$ cat config.mk
export PLATFORM = sky130hd
export DESIGN_NAME = rgp_top
export DESIGN_NICKNAME = d
export VERILOG_FILES = /design/src/rgp_pkg.sv /design/src/rgp_top.sv /design/src/rgp_rx_status.sv /design/src/rgp_tx_sample.sv
export SDC_FILE = /design/constraint.sdc
export NUM_CORES = 1
export LEC_CHECK = 0
export BUFFER_PORTS_ARGS = -buffer_cell sky130_fd_sc_hd__buf_2
export CORE_UTILIZATION = 30
export CTS_BUF_LIST = sky130_fd_sc_hd__clkbuf_4 sky130_fd_sc_hd__clkbuf_8
export DETAILED_ROUTE_END_ITERATION = 6
export RECOVER_POWER = 50
export SYNTH_ARGS = -nofsm -noshare
export SYNTH_HDL_FRONTEND = slang
export SYNTH_SLANG_ARGS = --single-unit
$ cat constraint.sdc
create_clock -name core_clk -period 4.5 [get_ports core_clk]
set_clock_uncertainty 0.15 [all_clocks]
set_input_delay 0.45 -clock core_clk [delete_from_list [all_inputs] [get_ports core_clk]]
set_output_delay 0.45 -clock core_clk [all_outputs]
set_load 0.02 [all_outputs]
$ cat src/rgp_pkg.sv
// Shared constants, carrier structs and skew decoding for the RGMII pad skew block.
// Assumes a single core clock domain; pins from the MAC are synchronised by the users.
//
// Functional notes
// - Skew only matters within each pin group
// - Control skew register: rx 7:4, tx 3:0
// - Receive data skew: four nibbles, reset 0111
// - Transmit data skew: four nibbles, reset 0111
// - Clock skew: tx 9:5, rx 4:0
// - One step is about 0.06 ns
// - Five-bit code 01111 means no adjustment
// - Four-bit code 0111 means no adjustment
// - Receive clock launched 1.2 ns after data
// - Status on receive data during gap
// - Receive data bits 2:1 carry speed
// - Control pairs valid and error per edge
// - MAC sources transmit clock, device receive clock
package rgp_pkg;

    ////////////////////////////////////////////////////////////////////////////////
    // Management portal
    localparam logic [4:0] MII_REG_MMD_CTRL = 5'h0d;
    localparam logic [4:0] MII_REG_MMD_DATA = 5'h0e;
    localparam logic [4:0] MMD_DEV_SKEW = 5'h02;
    localparam int MMD_FUNC_LSB = 14;
    localparam logic [1:0] MMD_FUNC_ADDR = 2'h0;
    localparam logic [1:0] MMD_FUNC_DATA = 2'h1;
    localparam logic [1:0] MMD_FUNC_INC_RW = 2'h2;
    localparam logic [1:0] MMD_FUNC_INC_WR = 2'h3;

    // Skew registers inside the device-2 space
    localparam logic [15:0] SKEW_REG_CTRL = 16'h0004;
    localparam logic [15:0] SKEW_REG_RXD = 16'h0005;
    localparam logic [15:0] SKEW_REG_TXD = 16'h0006;
    localparam logic [15:0] SKEW_REG_CLK = 16'h0008;
    localparam logic [15:0] SKEW_CTRL_RST = 16'h0077;
    localparam logic [15:0] SKEW_RXD_RST = 16'h7777;
    localparam logic [15:0] SKEW_TXD_RST = 16'h7777;
    localparam logic [15:0] SKEW_CLK_RST = 16'h01ef;

    // Field layout
    localparam int SKEW4_W = 4;
    localparam int SKEW5_W = 5;
    localparam int CTRL_RX_LSB = 4;
    localparam int CTRL_TX_LSB = 0;
    localparam int CLK_TX_LSB = 5;
    localparam int CLK_RX_LSB = 0;
    localparam logic [4:0] SKEW4_NEUTRAL = 5'h07;
    localparam logic [5:0] SKEW5_NEUTRAL = 6'h0f;

    // Delay figures, in picoseconds and in steps
    localparam int SKEW_STEP_PS = 60;
    localparam int RX_CLK_LEAD_PS = 1200;
    localparam logic [6:0] RX_CLK_LEAD_STEPS = 7'(RX_CLK_LEAD_PS / SKEW_STEP_PS);

    // In-band speed codes
    localparam logic [1:0] SPEED_10 = 2'h0;
    localparam logic [1:0] SPEED_100 = 2'h1;
    localparam logic [1:0] SPEED_1000 = 2'h2;

    ////////////////////////////////////////////////////////////////////////////////
    typedef struct packed {
        logic link_up;
        logic full_duplex;
        logic [1:0] speed;
    } rgp_status_s;

    typedef struct packed {
        logic dv;
        logic er;
        logic [7:0] data;
    } rgp_byte_s;

    typedef struct packed {
        logic ctl_rise;
        logic ctl_fall;
        logic [3:0] d_rise;
        logic [3:0] d_fall;
    } rgp_pin_s;

    // Two's complement pad offsets, in steps of SKEW_STEP_PS
    typedef struct packed {
        logic [5:0] tx_clk;
        logic [6:0] rx_clk;
        logic [4:0] tx_ctl;
        logic [4:0] rx_ctl;
        logic [3:0][4:0] txd;
        logic [3:0][4:0] rxd;
    } rgp_delay_s;

    ////////////////////////////////////////////////////////////////////////////////
    // Linear decode, neutral code maps to zero offset
    function automatic logic [4:0] skew4_offset(input logic [3:0] code);
        skew4_offset = {1'b0, code} - SKEW4_NEUTRAL;
    endfunction

    function automatic logic [5:0] skew5_offset(input logic [4:0] code);
        skew5_offset = {1'b0, code} - SKEW5_NEUTRAL;
    endfunction

endpackage

$ cat src/rgp_top.sv
// Top of the RGMII pad skew block: management portal, skew registers, pad offsets,
// receive in-band status and transmit sampling.
// Assumes a management frame engine presents decoded register accesses on core_clk.
`timescale 1ns/1ns
module rgp_top import rgp_pkg::*; (
    input wire logic core_clk,
    input wire logic nrst,
    input wire logic ce,
    input wire logic mgmt_wr,
    input wire logic mgmt_rd,
    input wire logic [4:0] mgmt_addr,
    input wire logic [15:0] mgmt_wdata,
    output logic [15:0] mgmt_rdata,
    output logic mgmt_rvalid,
    input wire rgp_status_s status,
    input wire rgp_byte_s rx_in,
    output rgp_pin_s rx_pin,
    output rgp_delay_s pad_delay,
    input wire logic tx_clk_pin,
    input wire logic tx_ctl_pin,
    input wire logic [3:0] txd_pin,
    output rgp_byte_s tx_out,
    output logic tx_valid
);

    ////////////////////////////////////////////////////////////////////////////////
    // State
    typedef struct packed {
        logic [4:0] mmd_dev;
        logic [1:0] mmd_func;
        logic [15:0] mmd_addr;
        logic [15:0] skew_ctrl;
        logic [15:0] skew_rxd;
        logic [15:0] skew_txd;
        logic [15:0] skew_clk;
        logic [15:0] rdata;
        logic rvalid;
        rgp_delay_s delay;
    } rgp_top_state_s;

    rgp_top_state_s state_r;
    rgp_top_state_s state_nxt;
    logic data_mode;
    logic skew_sel;
    logic addr_step;
    logic [15:0] skew_rd;

    ////////////////////////////////////////////////////////////////////////////////
    // Skew register read-back; unknown device-2 registers read zero
    function automatic logic [15:0] skew_read(
        input rgp_top_state_s s,
        input logic [15:0] addr
    );
        case (addr)
            SKEW_REG_CTRL: skew_read = s.skew_ctrl;
            SKEW_REG_RXD: skew_read = s.skew_rxd;
            SKEW_REG_TXD: skew_read = s.skew_txd;
            SKEW_REG_CLK: skew_read = s.skew_clk;
            default: skew_read = '0;
        endcase
    endfunction

    ////////////////////////////////////////////////////////////////////////////////
    // Reset image: every skew field neutral, reserved bits zero.
    // Built as a constant so the asynchronous reset loads no live logic.
    function automatic rgp_top_state_s reset_image();
        rgp_top_state_s s;
        s = '0;
        s.skew_ctrl = SKEW_CTRL_RST;
        s.skew_rxd = SKEW_RXD_RST;
        s.skew_txd = SKEW_TXD_RST;
        s.skew_clk = SKEW_CLK_RST;
        s.delay.rx_clk = RX_CLK_LEAD_STEPS;
        return s;
    endfunction

    localparam rgp_top_state_s RESET_VAL = reset_image();

    // Portal decode; any function other than address selects data
    assign data_mode = (state_r.mmd_func != MMD_FUNC_ADDR);
    assign skew_sel = data_mode && (state_r.mmd_dev == MMD_DEV_SKEW);
    assign skew_rd = skew_sel ? skew_read(state_r, state_r.mmd_addr) : '0;

    // Post-increment: both directions, or writes only
    always_comb begin
        addr_step = 1'b0;
        case (state_r.mmd_func)
            MMD_FUNC_INC_RW: addr_step = 1'b1;
            MMD_FUNC_INC_WR: addr_step = mgmt_wr;
            default: addr_step = 1'b0;
        endcase
    end

    ////////////////////////////////////////////////////////////////////////////////
    // Next state
    always_comb begin
        state_nxt = state_r;
        state_nxt.rvalid = 1'b0;

        // Writes: control register, then address or data through the portal
        if (mgmt_wr) begin
            case (mgmt_addr)
                MII_REG_MMD_CTRL: begin
                    state_nxt.mmd_dev = mgmt_wdata[4:0];
                    state_nxt.mmd_func = mgmt_wdata[MMD_FUNC_LSB +: 2];
                end
                MII_REG_MMD_DATA: begin
                    if (!data_mode) begin
                        state_nxt.mmd_addr = mgmt_wdata;
                    end else if (skew_sel) begin
                        // Whole word stored so reserved bits read back
                        case (state_r.mmd_addr)
                            SKEW_REG_CTRL: state_nxt.skew_ctrl = mgmt_wdata;
                            SKEW_REG_RXD: state_nxt.skew_rxd = mgmt_wdata;
                            SKEW_REG_TXD: state_nxt.skew_txd = mgmt_wdata;
                            SKEW_REG_CLK: state_nxt.skew_clk = mgmt_wdata;
                            default: state_nxt.skew_ctrl = state_r.skew_ctrl;
                        endcase
                    end
                end
                default: state_nxt.mmd_addr = state_r.mmd_addr;
            endcase
        end

        // Reads: answer the cycle after the strobe
        if (mgmt_rd) begin
            state_nxt.rvalid = 1'b1;
            case (mgmt_addr)
                MII_REG_MMD_CTRL: begin
                    state_nxt.rdata = '0;
                    state_nxt.rdata[MMD_FUNC_LSB +: 2] = state_r.mmd_func;
                    state_nxt.rdata[4:0] = state_r.mmd_dev;
                end
                MII_REG_MMD_DATA: begin
                    state_nxt.rdata = data_mode ? skew_rd : state_r.mmd_addr;
                end
                default: state_nxt.rdata = '0;
            endcase
        end

        // Data access moves to the next register: reads and writes in MMD_FUNC_INC_RW, writes only in MMD_FUNC_INC_WR
        if ((mgmt_wr || mgmt_rd) && (mgmt_addr == MII_REG_MMD_DATA) && addr_step) begin
            state_nxt.mmd_addr = state_r.mmd_addr + 16'h0001;
        end

        // Pad offsets follow the new register image with no restart
        state_nxt.delay.tx_ctl = skew4_offset(state_nxt.skew_ctrl[CTRL_TX_LSB +: SKEW4_W]);
        state_nxt.delay.rx_ctl = skew4_offset(state_nxt.skew_ctrl[CTRL_RX_LSB +: SKEW4_W]);
        state_nxt.delay.tx_clk = skew5_offset(state_nxt.skew_clk[CLK_TX_LSB +: SKEW5_W]);
        // Receive clock carries the fixed lead on top of its own skew
        state_nxt.delay.rx_clk = 7'(signed'(skew5_offset(state_nxt.skew_clk[CLK_RX_LSB +: SKEW5_W])))
            + RX_CLK_LEAD_STEPS;
        for (int i = 0; i < 4; i++) begin
            state_nxt.delay.txd[i] = skew4_offset(state_nxt.skew_txd[SKEW4_W * i +: SKEW4_W]);
            state_nxt.delay.rxd[i] = skew4_offset(state_nxt.skew_rxd[SKEW4_W * i +: SKEW4_W]);
        end
    end

    ////////////////////////////////////////////////////////////////////////////////
    // State register; low enable freezes everything
    always_ff @(posedge core_clk or negedge nrst) begin
        if (!nrst) begin
            state_r <= RESET_VAL;
        end else if (ce) begin
            state_r <= state_nxt;
        end
    end

    assign mgmt_rdata = state_r.rdata;
    assign mgmt_rvalid = state_r.rvalid;
    // Offsets apply per pin; only alignment within each group matters
    assign pad_delay = state_r.delay;

    ////////////////////////////////////////////////////////////////////////////////
    // Receive and transmit pin paths
    rgp_rx_status u_rx_status (
        .core_clk(core_clk),
        .nrst(nrst),
        .ce(ce),
        .rx_in(rx_in),
        .status(status),
        .rx_pin(rx_pin)
    );

    rgp_tx_sample u_tx_sample (
        .core_clk(core_clk),
        .nrst(nrst),
        .ce(ce),
        .tx_clk_pin(tx_clk_pin),
        .tx_ctl_pin(tx_ctl_pin),
        .txd_pin(txd_pin),
        .tx_out(tx_out),
        .tx_valid(tx_valid)
    );

endmodule // rgp_top

$ cat src/rgp_rx_status.sv
// Receive-side pin driver: data nibbles per edge, or in-band status in the gap.
// Assumes the receive byte stream and link status are on core_clk.
`timescale 1ns/1ns
module rgp_rx_status import rgp_pkg::*; (
    input wire logic core_clk,
    input wire logic nrst,
    input wire logic ce,
    input wire rgp_byte_s rx_in,
    input wire rgp_status_s status,
    output rgp_pin_s rx_pin
);

    typedef struct packed {
        rgp_pin_s pin;
    } rgp_rxs_state_s;

    rgp_rxs_state_s state_r;
    rgp_rxs_state_s state_nxt;
    logic [3:0] status_nib;

    ////////////////////////////////////////////////////////////////////////////////
    // Status nibble: duplex, speed, link
    assign status_nib = {status.full_duplex, status.speed, status.link_up};

    // Control low on both edges means gap, so status replaces data there
    always_comb begin
        state_nxt = state_r;
        state_nxt.pin.ctl_rise = rx_in.dv;
        state_nxt.pin.ctl_fall = rx_in.dv ^ rx_in.er;
        if (!rx_in.dv && !rx_in.er) begin
            state_nxt.pin.d_rise = status_nib;
            state_nxt.pin.d_fall = status_nib;
        end else begin
            state_nxt.pin.d_rise = rx_in.data[3:0];
            state_nxt.pin.d_fall = rx_in.data[7:4];
        end
    end

    // Reset shows the gap with a down link
    always_ff @(posedge core_clk or negedge nrst) begin
        if (!nrst) begin
            state_r <= '0;
        end else if (ce) begin
            state_r <= state_nxt;
        end
    end

    assign rx_pin = state_r.pin;

endmodule // rgp_rx_status

$ cat src/rgp_tx_sample.sv
// Transmit-side sampler: oversamples the MAC clock and pins, pairs both edges into a byte.
// Assumes the transmit clock is far slower than core_clk and the MAC centres it on data.
`timescale 1ns/1ns
module rgp_tx_sample import rgp_pkg::*; (
    input wire logic core_clk,
    input wire logic nrst,
    input wire logic ce,
    input wire logic tx_clk_pin,
    input wire logic tx_ctl_pin,
    input wire logic [3:0] txd_pin,
    output rgp_byte_s tx_out,
    output logic tx_valid
);

    typedef struct packed {
        logic [5:0] meta;
        logic [5:0] sync;
        logic clk_d;
        logic ctl_rise;
        logic [3:0] d_rise;
        rgp_byte_s out;
        logic valid;
    } rgp_txs_state_s;

    rgp_txs_state_s state_r;
    rgp_txs_state_s state_nxt;
    logic clk_s;
    logic ctl_s;
    logic [3:0] d_s;

    ////////////////////////////////////////////////////////////////////////////////
    assign {clk_s, ctl_s, d_s} = state_r.sync;

    // Two-stage synchroniser; only the second stage feeds logic
    always_comb begin
        state_nxt = state_r;
        state_nxt.meta = {tx_clk_pin, tx_ctl_pin, txd_pin};
        state_nxt.sync = state_r.meta;
        state_nxt.clk_d = clk_s;
        state_nxt.valid = 1'b0;
        // Rising edge: low nibble and enable half
        if (clk_s && !state_r.clk_d) begin
            state_nxt.ctl_rise = ctl_s;
            state_nxt.d_rise = d_s;
        end
        // Falling edge closes the byte; error is the xor of both halves
        if (!clk_s && state_r.clk_d) begin
            state_nxt.out.dv = state_r.ctl_rise;
            state_nxt.out.er = state_r.ctl_rise ^ ctl_s;
            state_nxt.out.data = {d_s, state_r.d_rise};
            state_nxt.valid = 1'b1;
        end
    end

    always_ff @(posedge core_clk or negedge nrst) begin
        if (!nrst) begin
            state_r <= '0;
        end else if (ce) begin
            state_r <= state_nxt;
        end
    end

    assign tx_out = state_r.out;
    assign tx_valid = state_r.valid;

endmodule // rgp_tx_sample

==> results.sh, run 1 <==
export IMPL_outcome="complete, but fails checks"
export IMPL_violations="capacitance limit, slew limit"
export IMPL_placement_rows=71
export IMPL_die_w_um=197.0
export IMPL_fin_crit_sh=0.8697
export IMPL_wl_mm=33.99
export IMPL_dr_pass1_iters=5
export IMPL_path_clk_slew_ps=60
export IMPL_yosys_area_share_xor_xnor=0.01843
export IMPL_grt_pass1_wl_mm=52.01
export IMPL_synthCells=1103
export IMPL_ios=147
export IMPL_wl_per_cell_um=19.96
export IMPL_nFillCells=3851
export IMPL_critPathCaptureType="flip-flop"
export IMPL_min_period_ps=3914
export IMPL_worstPathArrival_ps=4170
export IMPL_coreArea_um2=37580
export IMPL_ys_seq_area_frac=0.4563
export IMPL_synth_edf_count=0
export IMPL_slowest_stage="or4_1"
export IMPL_synth_area_mux_share=0.1399
export IMPL_multi_input_comb_area_um2=5190
export IMPL_grt_usage=0.1737
export IMPL_vias=8821
export IMPL_fin_area_um2=12840
export IMPL_ys_ff_latch=206
export IMPL_register_area_um2=5205
export IMPL_drt_iter0_drc=825
export IMPL_die_y_um=197.0
export IMPL_worst_hold_path_type="in2reg"
export IMPL_fin_tns_setup_ps=0
export IMPL_path_cells="or4_1 > buf_4 > nor4_2 > buf_4 > and3_1 > nand2_1 > nand2_1 > ha_1 > nand3_1 > xor2_1 > and4_1 > or2_1 > o31a_1"
export IMPL_cts_htree_levels=2
export IMPL_cts_made_buffers=38
export IMPL_hold_violations=0
export IMPL_required_ps=4760
export IMPL_clock_root_buffer="clkbuf_8"
export IMPL_die_area_um2=38800
export IMPL_layout_nets=1226
export IMPL_maxSlewHeadroom=-1.052
export IMPL_synth_compound_area_frac=0.1403
export IMPL_n_antenna_cell=0
export IMPL_gp_congestion=0.8512
export IMPL_ys_flop_type="dfrtp_1"
export IMPL_grt_pass1_vias=8623
export IMPL_antenna_left=0
export IMPL_insertion_delay_ps=550
export IMPL_finalSetupViolCount=0
export IMPL_ys_async_sr_fraction=1.000
export IMPL_ctsLongestPathBuffers=3
export IMPL_critPathMaxStageDelay_ps=590
export IMPL_pwr_density_cell_nw_per_um2=367.1
export IMPL_syn_area_um2=11410
export IMPL_yosys_warnings=0
export IMPL_numClockSinks=206
export IMPL_cts_setup_buffers=0
export IMPL_finalMaxSlewViolations=176
export IMPL_layout_drive_gt1_share=0.2760
export IMPL_synth_adder_area_share=0.01975
export IMPL_start_util=0.3035
export IMPL_cts_tree="built"
export IMPL_tightest_slew_ps=3077
export IMPL_crit_path_start_kind="flip-flop"
export IMPL_hpwl_mm=23.85
export IMPL_synth_top_family_by_area="compound AO/OA/AOI/OAI gates"
export IMPL_grt_overflow=0
export IMPL_max_freq_mhz=255.5
export IMPL_syn_to_final_growth_pct=12.58
export IMPL_cts_resized=0
export IMPL_cp_top_family="simple AND/OR/NAND/NOR gates"
export IMPL_critPathMaxFanout=16
export IMPL_vdd_drop_max_uv=215.1
export IMPL_rsz0062_at_grt="false"
export IMPL_antenna_found_initial=2
export IMPL_cap_violations=2
export IMPL_syn_avg_cell_area_um2=10.34
export IMPL_path_buf_inv=2
export IMPL_ys_types=64
export IMPL_cts_hold_buffers=8
export IMPL_syn_num_nets=1167
export IMPL_critPathKind="reg2reg"
export IMPL_grt_max_degree=118
export IMPL_yosys_area_share_simple=0.1351
export IMPL_io_buffers=146
export IMPL_leakage_nw=5.497
export IMPL_placed_area_um2=12040
export IMPL_viasPerCell=5.180
export IMPL_drc=0
power by group:
group	switching, W	total, W	internal (W)
clock	0.000838	0.00202	0.00118
combinational	0.000395	0.000599	0.000205
sequential	0.0000974	0.00209	0.00200
total	0.00133	0.00471	0.00338
worst paths after layout:
check | from | endpoint | slack (ps) | cells past startpoint
min in group asynchronous | nrst | u_tx_sample.tx_out[5]$_DFFE_PN0P_ | 1250 | 2
setup reg to reg | state_r[156]$_DFFE_PN0P_ | pad_delay[55]$_DFFE_PN0P_ | 590 | 13
max in group asynchronous | nrst | pad_delay[25]$_DFFE_PN0P_ | 1060 | 2
setup / recovery | state_r[156]$_DFFE_PN0P_ | pad_delay[55]$_DFFE_PN0P_ | 590 | 13
hold reg to reg | pad_delay[45]$_DFFE_PN0P_ | pad_delay[45]$_DFFE_PN0P_ | 340 | 2
hold / removal | rx_in[7] | u_rx_status.rx_pin[3]$_DFFE_PN0P_ | 60 | 3
area by class of cell:
cell class	instances	share of cell area
Sequential cell	206	0.4053
Multi-Input combinational cell	720	0.4042
Timing Repair Buffer	182	0.06938
Clock buffer	59	0.05836
Tap cell	511	0.04979
Clock inverter	11	0.008867
Inverter	14	0.004092
state kept, by name, summed over array words and instances (netlist names):
| signal | count |
|---|---|
| u_tx_sample.tx_valid | 1 |
| u_rx_status.rx_pin | 10 |
| u_tx_sample.d_s | 4 |
| mgmt_rdata | 16 |
| state_r | 87 |
| u_tx_sample.state_r | 6 |
| pad_delay | 63 |
| u_tx_sample.clk_s | 1 |
| mgmt_rvalid | 1 |
| u_tx_sample.state_nxt | 6 |
| u_tx_sample.ctl_s | 1 |
| u_tx_sample.tx_out | 10 |
cells in the final DEF (no fill, tap or decap), drive strengths merged, types with 8 or more instances in the layout:
cell type	count
dfrtp	166
clkbuf	161
mux2	123
nand2	116
buf	72
o21ai	69
nor2	40
dfstp	40
a21oi	36
nand3	34
a31oi	26
a22o	22
nor4	22
mux2i	21
xor2	20
ha	18
o31ai	15
inv	15
a22oi	13
nand4	11
nor2b	10
nor3	10
and3	9
a221oi	9
and4	8
o2bb2ai	8
dlygate4sd3	8
per-stage QoR:
stage | total power [W] | worst slack, ps | cells | hold WS, ps | util
finish | 0.004714 | 586.2 | 1703 | 61.45 | 0.3417
detailed placement | 0.002742 | 652.9 | 1625 | 317.8 | 0.3204
CTS | 0.004790 | 611.7 | 1703 | 43.49 | 0.3455
global placement | 0.002729 | 703.0 | 1625 | 317.4 | 0.3204
global route | 0.004931 | 351.6 | 1703 | 62.88 | 0.3417
floorplan | 0.002589 | 884.5 | 1103 | 4.409 | -
cells by family (layout without fill, tap and decap cells):
family	count (synthesis)	in the layout
muxes	144	144
AOI/OAI and AO/OA	240	240
buffers and inverters	177	266
and+or+nand+nor	294	294
DFF	206	206
adders and majority gates	18	18
xor gates and xnor gates	24	24
worst reg2reg max path, cell delays in order, from the launching register on:
cell     delay (ps)
dfrtp_1         450
or4_1           590
buf_4           240
nor4_2          320
buf_4           260
and3_1          210
nand2_1          60
nand2_1          80
ha_1            330
nand3_1         170
xor2_1          170
and4_1          220
or2_1           240
o31a_1          280
cell usage after synthesis, drive strengths merged, types with 9 or more instances:
library cell / number / area [um2]
a21oi: 36 / 180.2
a221oi: 9 / 78.83
a22o: 22 / 192.7
a22oi: 13 / 97.59
a31oi: 26 / 162.7
and3: 9 / 56.30
buf: 110 / 777.0
clkbuf: 53 / 198.9
dfrtp: 166 / 4154
dfstp: 40 / 1051
ha: 18 / 225.2
inv: 14 / 52.55
mux2: 123 / 1385
mux2i: 21 / 210.2
nand2: 116 / 435.4
nand3: 34 / 185.2
nand4: 11 / 75.07
nor2: 40 / 150.1
nor2b: 10 / 62.56
nor3: 10 / 61.31
nor4: 22 / 203.9
o21ai: 69 / 345.3
o31ai: 15 / 112.6
xor2: 20 / 175.2
metal layers:
layer  part of all wire  routed length, um  vias up  GRT usage
met5            0.00079                 27        -          0
met4              0.019                639        4    0.04421
met3              0.068               2316       59    0.03285
met2               0.47              15940      308     0.2740
met1               0.44              15060     4388     0.2434
li1                   -                  -     4062          -
(Power assumes the default switching activity.)
==> run 2: changes to the inputs <==
--- a/config.mk
+++ b/config.mk
@@ -7,7 +7,6 @@
 export LEC_CHECK = 0
 export BUFFER_PORTS_ARGS = -buffer_cell sky130_fd_sc_hd__buf_2
 export CORE_UTILIZATION = 30
-export CTS_BUF_LIST = sky130_fd_sc_hd__clkbuf_4 sky130_fd_sc_hd__clkbuf_8
 export DETAILED_ROUTE_END_ITERATION = 6
 export RECOVER_POWER = 50
 export SYNTH_ARGS = -nofsm -noshare
==> results.sh, run 2 (synthesis gave the netlist of run 1 again) <==
export IMPL_outcome="complete, but fails checks"
export IMPL_violations="capacitance limit, slew limit"
export IMPL_wl_mm=33.75
export IMPL_layout_drive_gt1_share=0.2517
export IMPL_cts_made_buffers=25
export IMPL_placement_rows=71
export IMPL_numClockSinks=206
export IMPL_placed_area_um2=12040
export IMPL_fin_tns_setup_ps=0
export IMPL_finalMaxSlewViolations=176
export IMPL_startpoint="state_r[156]$_DFFE_PN0P_"
export IMPL_power_frac_comb=0.129
export IMPL_rsz0062_at_grt="false"
export IMPL_die_w_um=197.0
export IMPL_p_int_w=0.003345
export IMPL_largest_reg_flops=87
export IMPL_antenna_found_initial=1
export IMPL_fin_crit_sh=0.8591
export IMPL_critPathMaxFanout=16
export IMPL_path_clk_slew_ps=70
export IMPL_vdd_drop_max_uv=308.3
export IMPL_grt_pass1_wl_mm=51.56
export IMPL_max_freq_mhz=258.7
export IMPL_vias=8665
export IMPL_cts_resized=0
export IMPL_gp_congestion=0.8512
export IMPL_cts_htree_levels=1
export IMPL_cts_tree="built"
export IMPL_maxSlewHeadroom=-1.030
export IMPL_grt_max_degree=118
export IMPL_tightest_slew_ps=3045
export IMPL_drt_iter0_drc=729
export IMPL_grt_pass1_vias=8458
export IMPL_p_sw_w=0.001285
export IMPL_n_antenna_cell=0
export IMPL_leakage_nw=5.405
export IMPL_coreArea_um2=37580
export IMPL_layout_nets=1210
export IMPL_layout_commonest_cell="dfrtp_1"
export IMPL_dr_pass1_iters=5
export IMPL_cts_setup_buffers=0
export IMPL_r2r_start="state_r[156]$_DFFE_PN0P_"
export IMPL_ctsLongestPathBuffers=3
export IMPL_insertion_delay_ps=530
export IMPL_hold_violations=0
export IMPL_grt_usage=0.1721
export IMPL_pwr_density_cell_nw_per_um2=363.8
export IMPL_critPathKind="reg2reg"
export IMPL_pwr_share_clk=0.419
export IMPL_cap_violations=2
export IMPL_dp_slack_ps=652.9
export IMPL_grt_overflow=0
export IMPL_crit_path_start_kind="flip-flop"
export IMPL_drc=0
export IMPL_hpwl_mm=23.85
export IMPL_worst_hold_path_type="in2reg"
export IMPL_switching_share=0.2774
export IMPL_power_frac_seq=0.452
export IMPL_min_delay_start="tx_ctl_pin"
export IMPL_start_util=0.3035
export IMPL_antenna_left=0
export IMPL_ios=147
export IMPL_syn_to_final_growth_pct=11.57
export IMPL_regMostFlops="state_r"
export IMPL_worstPathArrival_ps=4130
export IMPL_min_period_ps=3866
export IMPL_die_area_um2=38800
export IMPL_final_cell_mix="166 x dfrtp_1, 123 x mux2_2, 116 x nand2_1"
export IMPL_required_ps=4770
export IMPL_die_y_um=197.0
export IMPL_clock_root_buffer="clkbuf_16"
export IMPL_fin_area_um2=12730
export IMPL_wl_per_cell_um=20.15
export IMPL_critPathCaptureType="flip-flop"
export IMPL_viasPerCell=5.173
export IMPL_finalSetupViolCount=0
export IMPL_setup_ws_ps=634.0
export IMPL_io_buffers=146
==> run 2: cell types whose count changed in the layout (fill, tap and decap cells not counted), sizes merged <==
| cell | change |
|---|---|
| dlygate4sd3 | -3 |
| buf | -1 |
| clkinvlp | -1 |
| bufinv | -1 |
| clkbuf | -20 |
| clkinv | -2 |
==> run 2: timing repair <==
| action | CTS | global route |
|---|---|---|
| hold endpoints to repair | 50 | 0 |
| setup endpoints to repair | 0 | 0 |
| hold buffers | 5 | 0 |
==> run 2: path summary, 6_finish.rpt <==
kind                                                          to  slack [ps]  cells past startpoint
hold reg to reg                        pad_delay[45]$_DFFE_PN0P_         330                      2
hold / removal             u_tx_sample.state_nxt[21]$_DFFE_PN0P_          20                      2
setup / recovery                       pad_delay[55]$_DFFE_PN0P_         630                     13
setup reg to reg                       pad_delay[55]$_DFFE_PN0P_         630                     13
min in group asynchronous      u_tx_sample.tx_out[5]$_DFFE_PN0P_        1240                      2
max in group asynchronous              pad_delay[41]$_DFFE_PN0P_        1080                      2
==> run 2: power by group through the flow <==
stage / clock network [W] / registers [W] / logic [W]
CTS: 0.00199 / 0.00209 / 0.000627
finish: 0.00194 / 0.00209 / 0.000597
global placement: 0 / 0.00212 / 0.000613
global route: 0.00205 / 0.00211 / 0.000655
detailed placement: 0 / 0.00212 / 0.000621
floorplan: 0 / 0.00211 / 0.000483
==> run 2: cell type report <==
class / count / area, um2
clock inverters: 7 / 65.06
clock buffers: 38 / 714.4
multi-input cells: 720 / 5190
well taps: 511 / 639.4
inverters: 14 / 52.55
flip-flops and latches: 206 / 5205
repair buffers: 179 / 859.6
fillers: 3841 / 24850
==> run 2: critical path, stage by stage (launching register included) <==
cell	delay, ps
dfrtp_1	440
or4_1	590
buf_4	240
nor4_2	320
buf_4	260
and3_1	210
nand2_1	60
nand2_1	80
ha_1	330
nand3_1	170
xor2_1	170
and4_1	220
or2_1	240
o31a_1	290
==> run 2: per-layer routing <==
metal | vias up | part of all wire | global-route usage | wire length [um]
li1 | 4025 | - | - | -
met1 | 4322 | 0.45 | 0.2432 | 15130
met2 | 276 | 0.47 | 0.2755 | 15980
met3 | 40 | 0.062 | 0.02618 | 2084
met4 | 2 | 0.016 | 0.04048 | 541
met5 | - | 0.00039 | 0 | 13
==> run 2: metrics by stage <==
step | utilization | hold slack, ps | cells | total power (W)
6_report | 0.3387 | 21.01 | 1675 | 0.004630
3_5_place_dp | 0.3204 | 317.8 | 1625 | 0.002742
4_1_cts | 0.3425 | 0.06389 | 1675 | 0.004708
2_1_floorplan | - | 4.409 | 1103 | 0.002589
3_3_place_gp | 0.3204 | 317.4 | 1625 | 0.002729
5_1_grt | 0.3387 | 7.792 | 1675 | 0.004820
==> run 3: changes to the inputs <==
--- a/config.mk
+++ b/config.mk
@@ -8,6 +8,7 @@
 export BUFFER_PORTS_ARGS = -buffer_cell sky130_fd_sc_hd__buf_2
 export CORE_UTILIZATION = 30
 export DETAILED_ROUTE_END_ITERATION = 6
+export PLACE_DENSITY = 0.47
 export RECOVER_POWER = 50
 export SYNTH_ARGS = -nofsm -noshare
 export SYNTH_HDL_FRONTEND = slang
==> results.sh, run 3 (synthesis gave the netlist of run 1 again) <==
export IMPL_outcome="complete, but fails checks"
export IMPL_violations="capacitance limit, slew limit"
export IMPL_die_area_um2=38800
export IMPL_layout_commonest_cell="dfrtp_1"
export IMPL_max_freq_mhz=262.2
export IMPL_insertion_delay_ps=530
export IMPL_path_cells="or4_1 > buf_4 > nor4_2 > buf_4 > and3_1 > nand2_1 > nand2_1 > ha_1 > nand3_1 > xor2_1 > and4_1 > or2_1 > o31a_1"
export IMPL_leakage_nw=5.479
export IMPL_die_y_um=197.0
export IMPL_use_met3=0.02738
export IMPL_wl_per_cell_um=20.52
export IMPL_path_clk_slew_ps=60
export IMPL_multi_input_comb_area_um2=5196
export IMPL_r2r_end="pad_delay[55]$_DFFE_PN0P_"
export IMPL_fin_crit_sh=0.8476
export IMPL_grt_overflow=0
export IMPL_largest_reg_flops=87
export IMPL_cts_setup_buffers=0
export IMPL_regMostFlops="state_r"
export IMPL_coreArea_um2=37580
export IMPL_grt_pass1_wl_mm=53.10
export IMPL_clock_root_buffer="clkbuf_16"
export IMPL_required_ps=4760
export IMPL_min_period_ps=3814
export IMPL_antenna_left=0
export IMPL_vdd_drop_max_uv=254.3
export IMPL_cap_violations=4
export IMPL_fin_tns_setup_ps=0
export IMPL_layout_nets=1212
export IMPL_cts_made_buffers=25
export IMPL_dpl_cell_count=1624
export IMPL_antenna_found_initial=0
export IMPL_cts_tree="built"
export IMPL_finalSetupViolCount=0
export IMPL_placement_rows=71
export IMPL_n_antenna_cell=0
export IMPL_tightest_slew_ps=2068
export IMPL_critPathCaptureType="flip-flop"
export IMPL_r2r_slack_ps=690
export IMPL_drc=0
export IMPL_dr_pass1_iters=5
export IMPL_final_cells=1678
export IMPL_cts_htree_levels=1
export IMPL_layout_drive_gt1_share=0.2588
export IMPL_met1_usage=0.2569
export IMPL_pwr_density_cell_nw_per_um2=381.3
export IMPL_grt_usage=0.1780
export IMPL_ctsLongestPathBuffers=3
export IMPL_hpwl_mm=24.49
export IMPL_start_util=0.3035
export IMPL_numClockSinks=206
export IMPL_register_area_um2=5205
export IMPL_critPathKind="reg2reg"
export IMPL_final_cell_mix="166 x dfrtp_1, 123 x mux2_2, 116 x nand2_1"
export IMPL_vias=8655
export IMPL_worst_hold_path_type="in2reg"
export IMPL_grt_max_degree=87
export IMPL_rsz0062_at_grt="false"
export IMPL_io_buffers=146
export IMPL_syn_to_final_growth_pct=12.93
export IMPL_finalPower_w=0.004912
export IMPL_viasPerCell=5.158
export IMPL_min_delay_start="rx_in[4]"
export IMPL_die_w_um=197.0
export IMPL_critPathMaxFanout=16
export IMPL_grtUsageMet2=0.2764
export IMPL_critPathMaxStageDelay_ps=570
export IMPL_crit_path_start_kind="flip-flop"
export IMPL_worstPathArrival_ps=4080
export IMPL_wl_mm=34.44
export IMPL_grt_pass1_vias=8497
export IMPL_hold_path_end="u_rx_status.rx_pin[0]$_DFFE_PN0P_"
export IMPL_nFillCells=3832
export IMPL_slowest_stage="or4_1"
export IMPL_r2r_start="state_r[152]$_DFFE_PN0P_"
export IMPL_maxSlewHeadroom=-0.3785
export IMPL_r2r_cells=13
export IMPL_hold_violations=0
export IMPL_drt_iter0_drc=551
export IMPL_grt_busiest_layer="met2"
export IMPL_hold_path_cell_count=3
export IMPL_finalMaxSlewViolations=228
export IMPL_ios=147
export IMPL_gp_congestion=0.8370
[run 3: worst max path at each step]
stage / startpoint / endpoint / slack [ps] / depth (start not counted)
final: state_r[152]$_DFFE_PN0P_ / pad_delay[55]$_DFFE_PN0P_ / 690 / 13
after global routing: nrst / state_r[91]$_DFFE_PN0P_ / 420 / 3
after CTS: state_r[148]$_DFFE_PN0P_ / pad_delay[55]$_DFFE_PN0P_ / 730 / 13
after detailed placement: state_r[152]$_DFFE_PN0P_ / pad_delay[55]$_DFFE_PN0P_ / 710 / 13
after global placement: state_r[152]$_DFFE_PN0P_ / pad_delay[55]$_DFFE_PN0P_ / 790 / 13
after floorplan: state_r[152]$_DFFE_PN0P_ / pad_delay[55]$_DFFE_PN0P_ / 880 / 15
[run 3: layout make-up]
cell class,count,share of cell area
Clock buffer,33,0.05478
Inverter,14,0.004080
Clock inverter,13,0.01554
Tap cell,511,0.04964
Sequential cell,206,0.4041
Timing Repair Buffer,181,0.06848
Multi-Input combinational cell,720,0.4034
[run 3: timing repair]
item                                   CTS  global route
endpoints found under the hold margin   57             0
hold buffers                             8             0
resized for setup                        0             0
[run 3: power by group]
group	total, W	internal, W	switching (W)
registers	0.00209	0.00199	0.0000987
clock network	0.00222	0.00139	0.000834
logic	0.000595	0.000203	0.000392
total	0.00491	0.00359	0.00132
[run 3: critical path: cells and delay by family, from the launching register on]
kind,cells,cell delay [ps]
xor gates and xnor gates,1,160
adders and majority gates,1,320
buffers and inverters,2,500
DFF,1,460
AOI/OAI and AO/OA,1,290
and+or+nand+nor,8,1830
[run 3: routing by layer]
metal	vias up	wire length, um
li1	4019	-
met1	4366	16140
met2	233	15670
met3	37	1910
met4	0	716
met5	-	0
[run 3: through the flow]
stage,hold WS (ps),utilization,instance area (um2),setup slack [ps]
floorplan,4.409,-,11410,884.5
global route,74.92,0.3428,12880,424.1
detailed placement,322.2,0.3207,12050,706.8
CTS,50.84,0.3469,13040,725.0
finish,71.93,0.3428,12880,685.8
global placement,310.7,0.3207,12050,788.9
